$ cat src/pacc_params.svh
// Offsets, field positions, masks and timing constants of the pulse accumulator
`ifndef PACC_PARAMS_SVH
`define PACC_PARAMS_SVH
// Register indices; byte address is four times the index
`define PACC_IDX_COUNT1    6'h00
`define PACC_IDX_COUNT2    6'h01
`define PACC_IDX_CMP1      6'h02
`define PACC_IDX_CMP2      6'h03
`define PACC_IDX_SNAP1     6'h04
`define PACC_IDX_SNAP2     6'h05
`define PACC_IDX_LOCK_LIM  6'h0c
`define PACC_IDX_CH1       6'h0d
`define PACC_IDX_CH2       6'h0e
// Configuration and status bit positions
`define PACC_B_MODCFG      0
`define PACC_B_FORCE       1
`define PACC_B_EN          2
`define PACC_B_RST_SNAP    3
`define PACC_B_CMP_SNAP    4
`define PACC_B_DEB_CNT     5
`define PACC_B_FUSE        6
`define PACC_B_RST_RD      7
`define PACC_B_CNT_TRAIL   8
`define PACC_B_SNAP_TRAIL  9
`define PACC_B_GATE_OFF    10
`define PACC_B_NO_DEB      11
`define PACC_B_GATE_LIVE   12
`define PACC_B_SEL_LO      14
// Writable bits of each channel word
`define PACC_WMASK_CH1     16'hcfbf
`define PACC_WMASK_CH2     16'hcfbc
`define PACC_CFG_RESET     16'h0000
// Timing
`define PACC_CLK_HZ        250000000
`define PACC_TB_FAST_HZ    100000
`define PACC_DECADE        4'h9
`define PACC_DEB_CYCLES    16
`endif

$ cat src/pacc_pkg.sv
// Types shared by the pulse accumulator control logic
package pacc_pkg;
   typedef enum logic [1:0] {PACC_SRC_EXT, PACC_SRC_1K, PACC_SRC_10K, PACC_SRC_100K} pacc_src_t;

   typedef struct packed {
      logic [1:0] count;
      logic [1:0] gate;
      logic [1:0] capture;
   } pacc_pins_t;

   typedef struct packed {
      logic [1:0][15:0]       cfg;      // Stored configuration words
      logic [1:0][31:0]       count;
      logic [1:0][31:0]       cmp;
      logic [1:0][31:0]       snap;
      logic [1:0][2:0][2:0]   sync;     // Per channel: count, gate, capture
      logic [1:0][2:0]        agreed;
      logic [1:0][2:0]        filt;
      logic [1:0][2:0][15:0]  deb;
      logic [1:0][2:0]        last;     // Previous used level
      logic [2:0]             fuse_sync;
      logic                   fuse;
      logic [31:0]            tb_cnt;
      logic [3:0]             dec10;
      logic [3:0]             dec1;
      logic [2:0]             tick;     // 1k, 10k, 100k enables
      logic [31:0]            prdata;
      logic                   pslverr;
   } pacc_state_t;
endpackage

$ cat src/pacc_ctrl.sv
// Two-channel pulse accumulator configuration, status and counting logic
`include "pacc_params.svh"

module pacc_ctrl
   import pacc_pkg::*;
#(
   parameter int DEB_CYCLES = `PACC_DEB_CYCLES,
   parameter int TB_DIV     = `PACC_CLK_HZ / `PACC_TB_FAST_HZ
) (
   input  wire logic        pclk,           // Bus clock
   input  wire logic        presetn,        // Async reset, active low
   input  wire logic        psel,           // APB select
   input  wire logic        penable,        // APB access phase
   input  wire logic        pwrite,         // APB direction
   input  wire logic [7:0]  paddr,          // APB byte address
   input  wire logic [31:0] pwdata,         // APB write data
   output logic      [31:0] prdata,         // APB read data
   output logic             pready,         // APB ready, never waits
   output logic             pslverr,        // Attention or unmapped
   input  wire pacc_pins_t  pins,           // Field inputs, asynchronous
   input  wire logic        fuse_blown_pin, // Field fuse blown, async
   output logic             module_error,   // Forced or external error
   output logic [1:0]       gate_active     // Live gate level per channel
);

   pacc_state_t r;
   pacc_state_t next_r;

   // Field side of a channel signal: bypass or debounced level
   function automatic logic pick_level(input logic bypass, input logic raw, input logic fil);
      pick_level = bypass ? raw : fil;
   endfunction

   // Edge of a level: trailing (falling) or leading (rising)
   function automatic logic edge_of(input logic trail, input logic prev, input logic now);
      edge_of = trail ? (prev & ~now) : (~prev & now);
   endfunction

   logic [5:0] idx;
   logic       setup;
   logic       access;
   logic       low_reg;
   logic       locked;
   logic       fault;
   logic       mapped;

   // Address decode shared by setup and access phases
   always_comb begin
      idx     = paddr[7:2];
      setup   = psel & ~penable;
      access  = psel & penable;
      low_reg = idx < `PACC_IDX_LOCK_LIM;
      locked  = low_reg & ~r.cfg[0][`PACC_B_MODCFG];
      fault   = low_reg & r.cfg[0][`PACC_B_FORCE];
      mapped  = (idx <= `PACC_IDX_SNAP2) | (idx == `PACC_IDX_CH1) | (idx == `PACC_IDX_CH2);
   end

   // Status word of one channel
   function automatic logic [15:0] status_of(input pacc_state_t s, input int c);
      logic [15:0] w;
      w = s.cfg[c];
      w[`PACC_B_FUSE] = s.fuse;
      w[`PACC_B_GATE_LIVE] = pick_level(s.cfg[c][`PACC_B_NO_DEB], s.agreed[c][1], s.filt[c][1]);
      w[13] = 1'b0;
      if (c == 1) begin
         w[1:0] = 2'b00;
      end
      status_of = w;
   endfunction

   logic [1:0] lvl_cnt;
   logic [1:0] lvl_gate;
   logic [1:0] lvl_cap;
   logic [1:0] run;
   logic [1:0] inc;
   logic [1:0] cap;
   logic [1:0] rd_clr;
   logic [31:0] rd_word;

   // Whole next state in one pass
   always_comb begin
      next_r = r;
      lvl_cnt = '0;
      lvl_gate = '0;
      lvl_cap = '0;
      run = '0;
      inc = '0;
      cap = '0;
      rd_clr = '0;
      rd_word = '0;

      // Timebase dividers, single-cycle enables
      next_r.tick = 3'b000;
      if (r.tb_cnt >= 32'(TB_DIV - 1)) begin
         next_r.tb_cnt = '0;
         next_r.tick[2] = 1'b1;
         if (r.dec10 == `PACC_DECADE) begin
            next_r.dec10 = '0;
            next_r.tick[1] = 1'b1;
            if (r.dec1 == `PACC_DECADE) begin
               next_r.dec1 = '0;
               next_r.tick[0] = 1'b1;
            end else begin
               next_r.dec1 = r.dec1 + 4'h1;
            end
         end else begin
            next_r.dec10 = r.dec10 + 4'h1;
         end
      end else begin
         next_r.tb_cnt = r.tb_cnt + 32'h1;
      end

      // Fuse input: three flops, change taken when last two agree
      next_r.fuse_sync = {r.fuse_sync[1:0], fuse_blown_pin};
      if (r.fuse_sync[1] == r.fuse_sync[2]) begin
         next_r.fuse = r.fuse_sync[2];
      end

      for (int c = 0; c < 2; c++) begin
         // Synchronise count, gate and capture pins
         next_r.sync[c][0] = {r.sync[c][0][1:0], pins.count[c]};
         next_r.sync[c][1] = {r.sync[c][1][1:0], pins.gate[c]};
         next_r.sync[c][2] = {r.sync[c][2][1:0], pins.capture[c]};
         for (int k = 0; k < 3; k++) begin
            if (r.sync[c][k][1] == r.sync[c][k][2]) begin
               next_r.agreed[c][k] = r.sync[c][k][2];
            end
            // Debounce: accept only after DEB_CYCLES stable cycles
            if (r.agreed[c][k] != r.filt[c][k]) begin
               if (r.deb[c][k] >= 16'(DEB_CYCLES - 1)) begin
                  next_r.filt[c][k] = r.agreed[c][k];
                  next_r.deb[c][k] = '0;
               end else begin
                  next_r.deb[c][k] = r.deb[c][k] + 16'h1;
               end
            end else begin
               next_r.deb[c][k] = '0;
            end
         end

         // Levels after optional filtering
         lvl_cnt[c]  = pick_level(~r.cfg[c][`PACC_B_DEB_CNT], r.agreed[c][0], r.filt[c][0]);
         lvl_gate[c] = pick_level(r.cfg[c][`PACC_B_NO_DEB], r.agreed[c][1], r.filt[c][1]);
         lvl_cap[c]  = pick_level(r.cfg[c][`PACC_B_NO_DEB], r.agreed[c][2], r.filt[c][2]);
         next_r.last[c] = {lvl_cap[c], lvl_gate[c], lvl_cnt[c]};

         // Counter runs when module configured, enabled and gate allows
         run[c] = r.cfg[0][`PACC_B_MODCFG] & r.cfg[c][`PACC_B_EN]
                  & (lvl_gate[c] ^ r.cfg[c][`PACC_B_GATE_OFF]);

         // Count source selection
         case (pacc_src_t'(r.cfg[c][15:14]))
            PACC_SRC_EXT:  inc[c] = edge_of(r.cfg[c][`PACC_B_CNT_TRAIL], r.last[c][0], lvl_cnt[c]);
            PACC_SRC_1K:   inc[c] = r.tick[0];
            PACC_SRC_10K:  inc[c] = r.tick[1];
            PACC_SRC_100K: inc[c] = r.tick[2];
            default:       inc[c] = 1'b0;
         endcase
         inc[c] = inc[c] & run[c];
         if (inc[c]) begin
            next_r.count[c] = r.count[c] + 32'h1;
         end

         // Capture on external edge or on compare match
         cap[c] = edge_of(r.cfg[c][`PACC_B_SNAP_TRAIL], r.last[c][2], lvl_cap[c]);
         if (r.cfg[c][`PACC_B_CMP_SNAP] && inc[c] && (next_r.count[c] == r.cmp[c])) begin
            cap[c] = 1'b1;
         end
         if (cap[c] && r.cfg[0][`PACC_B_MODCFG]) begin
            next_r.snap[c] = next_r.count[c];
            if (r.cfg[c][`PACC_B_RST_SNAP]) begin
               next_r.count[c] = '0;
            end
         end
      end

      // Setup phase: latch answer so data is ready in access phase
      if (setup) begin
         case (idx)
            `PACC_IDX_COUNT1: rd_word = r.count[0];
            `PACC_IDX_COUNT2: rd_word = r.count[1];
            `PACC_IDX_CMP1:   rd_word = r.cmp[0];
            `PACC_IDX_CMP2:   rd_word = r.cmp[1];
            `PACC_IDX_SNAP1:  rd_word = r.snap[0];
            `PACC_IDX_SNAP2:  rd_word = r.snap[1];
            `PACC_IDX_CH1:    rd_word = {16'h0000, status_of(r, 0)};
            `PACC_IDX_CH2:    rd_word = {16'h0000, status_of(r, 1)};
            default:          rd_word = 32'h0000_0000;
         endcase
         // Locked or faulted low registers give no data
         next_r.prdata  = (locked | fault | pwrite) ? 32'h0000_0000 : rd_word;
         next_r.pslverr = fault | ~mapped;
      end

      // Access phase: writes and read side effects
      if (access && !locked && !fault) begin
         if (pwrite) begin
            case (idx)
               `PACC_IDX_CMP1: next_r.cmp[0] = pwdata;
               `PACC_IDX_CMP2: next_r.cmp[1] = pwdata;
               `PACC_IDX_CH1:  next_r.cfg[0] = pwdata[15:0] & `PACC_WMASK_CH1;
               `PACC_IDX_CH2:  next_r.cfg[1] = pwdata[15:0] & `PACC_WMASK_CH2;
               default: ;
            endcase
         end else begin
            rd_clr[0] = (idx == `PACC_IDX_COUNT1) & r.cfg[0][`PACC_B_RST_RD];
            rd_clr[1] = (idx == `PACC_IDX_COUNT2) & r.cfg[1][`PACC_B_RST_RD];
         end
      end
      for (int c = 0; c < 2; c++) begin
         // Clear after read; a pulse in the same cycle is lost to the clear
         if (rd_clr[c]) begin
            next_r.count[c] = '0;
         end
      end

      // Unconfigured module holds both counters in reset
      if (!r.cfg[0][`PACC_B_MODCFG]) begin
         next_r.count = '0;
      end
   end

   // State register
   always_ff @(posedge pclk or negedge presetn) begin
      if (!presetn) begin
         r <= '0;
      end else begin
         r <= next_r;
      end
   end

   // Outputs
   assign prdata       = r.prdata;
   assign pslverr      = r.pslverr;
   assign pready       = 1'b1;                                                // Zero wait states
   assign module_error = r.cfg[0][`PACC_B_FORCE] | r.fuse;
   assign gate_active  = {pick_level(r.cfg[1][`PACC_B_NO_DEB], r.agreed[1][1], r.filt[1][1]),
                          pick_level(r.cfg[0][`PACC_B_NO_DEB], r.agreed[0][1], r.filt[0][1])};

endmodule // pacc_ctrl

$ cat config.mk
export PLATFORM = sky130hd
export DESIGN_NAME = pacc_ctrl
export DESIGN_NICKNAME = d
export VERILOG_FILES = /design/src/pacc_pkg.sv /design/src/pacc_ctrl.sv
export VERILOG_INCLUDE_DIRS = /design/src /design/src/src
export SDC_FILE = /design/constraint.sdc
export NUM_CORES = 1
export LEC_CHECK = 0
export BUFFER_PORTS_ARGS = -buffer_cell sky130_fd_sc_hd__buf_4
export CORE_ASPECT_RATIO = 0.5
export CORE_MARGIN = 2
export CORE_UTILIZATION = 24
export CTS_BUF_LIST = sky130_fd_sc_hd__clkbuf_4
export CTS_CLUSTER_SIZE = 14
export DETAILED_ROUTE_END_ITERATION = 8
export GPL_TIMING_DRIVEN = 0
export PLACE_DENSITY = 0.49
export RECOVER_POWER = 25
export SLEW_MARGIN = 15
export SYNTH_ARGS = -nofsm -noshare
export SYNTH_HDL_FRONTEND = slang
export SYNTH_SLANG_ARGS = --single-unit
$ cat constraint.sdc
create_clock -name pclk -period 7.4 [get_ports pclk]
set_input_delay 0.37 -clock pclk [delete_from_list [all_inputs] [get_ports pclk]]
set_output_delay 0.37 -clock pclk [all_outputs]
set_load 0.02 [all_outputs]
==> out/metrics.cfg <==
[status]
status = finished, violations left
violations = max-capacitance violations, max-slew violations

[worst_setup_path]
critPathMaxFanout = 10
crit_end = r[370]$_DFF_PN0_
startpoint = r[415]$_DFFE_PN0P_
rr_worst_depth = 12
cpMostUsedCell = clkbuf_1
crit_type = reg2reg
critical_path.slowest_cell = clkbuf_1
required_ns = 8.14
crit_buf_inv = 3
crit_family = buffers and inverters
crit_cells = 12
worstPathArrival_ns = 6.26
startpoint_type = flip-flop
r2r_slack_ns = 1.88
slowest_delay_ns = 0.65
crit_path_cell_trace = mux2i_1 -> mux2_2 -> o211ai_1 -> clkbuf_1 -> clkbuf_1 -> a311oi_1 -> a31oi_1 -> and4_1 -> nand2_1 -> nor2_1 -> buf_2 -> o31ai_1
reg2reg_from = r[415]$_DFFE_PN0P_
rr_endpoint = r[370]$_DFF_PN0_
worst_setup_path_end_kind = flip-flop

[synth]
yosysWarnings = 0
ys_ff_latch = 426
ys.flop_type = dfrtp_1
synth.distinct_cells = 80
synth.yosys.seq_area_share_pct = 47.5
synthCells = 2264
synth_area_leaders = dfrtp_1 (47%), mux2_2 (5.4%), nand2_1 (5.2%)
syn_area_um2 = 22500
synth_top_area_share_pct = 47.5
yosysMostFrequentCell = dfrtp_1
syn_area_per_cell_um2 = 9.92
synth_async_sr_flop_share_pct = 100
synth_top_area_cell = dfrtp_1
synth.top_cells.by_count = dfrtp_1 (426), nand2_1 (314), nor2_1 (118)
synth_enable_flop_cells = 0

[clocking]
cts_buffers = 110
ctsResizeCount = 0
cts-root-buf = clkbuf_4
cts-htree-levels = 3
clkSinkCount = 426
cts_tree = done
clkLatencyLatePin_ns = 0.96
clkTransAtPathRegs_ns = 0.07
clk_path_buf_depth = 3

[detailed_routing]
vias = 19321
vias_per_cell = 4.88
ant_nets = 0
drcViolationCount = 0
drtIter0Drc = 1676
firstDrtPassIters = 9
routedWlPerCell_um = 20.3
routed_wl_um = 80200

[flow_run]
cap_violations = 2

[floorplanning]
die_area_um2 = 96200
die_y_um = 220
ios = 89
initial_core_util_pct = 24.2
num_rows = 79
core_um2 = 92800
die_x_um = 437

[timing]
layout_setup_ws_ns = 1.88
setup_violations = 0
worstMarginPinSlew_ns = 2.44
fin_crit_sh_pct = 74.7
hold_viol_final = 0
relSlewSlack_pct = -62.7
max_freq_mhz = 181
rsz0062_at_grt = false
final.min_clock_period_ns = 5.52
finClkSkew_ns = 0.0980
tns_ns = 0
holdWs_ns = 0.131
maxSlewViolCount = 65

[grt]
grt_pass1_wl_um = 118000
first_global_vias = 18461
grt_start_max_net_pins = 98
grtUsageTotal_pct = 16.4
antenna_found_initial = 4
gr-total-overflow = 0

[min_path]
min_path_type = in2reg
hold_depth = 4

[power_and_ir_drop]
p_per_area_nw_per_um2 = 206
finalPower_mw = 5.57
power_leakage_nw = 11.8
irDropWorstVdd_mv = 0.100

[placement]
port_buffers = 85
place_congestion = 0.953
placed_area_um2 = 25200
place_inst = 3701
place_ws_ns = 2.20
dp_hpwl_um = 60800

[layout]
fin_util_pct = 29.2
drive_above_1_share_pct = 17.7
areaGrowthSynthToFinish_pct = 20.6
design_area_um2 = 27100
nets = 2672
fin_cells = 3956

-- cell families after synthesis --
logic type	after synthesis	share of synthesized area, %
flip-flops	426	47.5
XOR/XNOR	145	6.21
other	2	0.0334
buffers and inverters	227	4.72
AND/OR/NAND/NOR	843	18.7
adder cells (fa/ha/maj)	16	0.813
AO/OA/AOI/OAI	441	14.1
multiplexers	164	7.98
-- sequential cells by signal, summed over array words and instances (netlist names) --
name     flops
prdata      32
r          379
pslverr      1
next_r      14
-- cells in the final DEF (no fill, tap or decap), drive strengths merged, types with 32 or more instances in the layout --
cell type and n:
nand4 35, nor4 52, nand2 315, o21ai 104, buf 170, a222oi 32
xor2 63, nand3 74, o31ai 73, clkbuf 289, dfrtp 426, a21oi 81
and2 40, conb 93, nor2 118, dlygate4sd3 52, mux2 111, mux2i 53
xnor2 73, or3 55
-- how the worst min path moves through the flow --
stage / from / endpoint / slack [ns]
2_1_floorplan: presetn / next_r[195]$_DFF_PN0_ / 0.07
3_3_place_gp: next_r[210]$_DFF_PN0_ / next_r[211]$_DFF_PN0_ / 0.34
3_5_place_dp: next_r[207]$_DFF_PN0_ / next_r[208]$_DFF_PN0_ / 0.34
4_1_cts: penable / r[406]$_DFFE_PN0P_ / 0.004
5_1_grt: penable / r[408]$_DFFE_PN0P_ / 0.03
6_report: paddr[4] / pslverr$_DFFE_PN0P_ / 0.13
-- worst min-delay path: stages --
cell,delay (ns)
buf_4,0.13
nand2_1,0.19
a21oi_1,0.20
o21ai_0,0.15
-- final cells by class --
cell class                 instances  area (µm²)
fill                            9877       65700
multi-input combinational       1702       11100
sequential                       426       10700
tap                             1255        1570
timing repair buffer             144        1280
clock buffer                     168        1260
buffer                           200         958
clock inverter                    29         164
inverter                          27         101
antenna                            5        12.5
-- routing by layer --
metal	part of all wire, %	global-route usage [%]	vias to the layer above
met5	0	0	-
met3	6.9	4.20	151
li1	-	-	8878
met4	3.9	6.97	0
met2	45	25.7	647
met1	44	21.7	9645
-- report_power, final --
group | internal [mW] | total, mW | switching, mW | leakage [nW]
clock network | 1.07 | 2.10 | 1.03 | 0.854
logic | 0.306 | 0.858 | 0.553 | 5.46
registers | 2.48 | 2.61 | 0.131 | 5.47
-- repair_timing --
| item | 4_1_cts | 5_1_grt |
|---|---|---|
| setup buffers | 0 | 0 |
| endpoints found under the hold margin | 329 | 0 |
| hold buffers | 53 | 0 |
No activity file was read; power rests on OpenSTA's default activity.
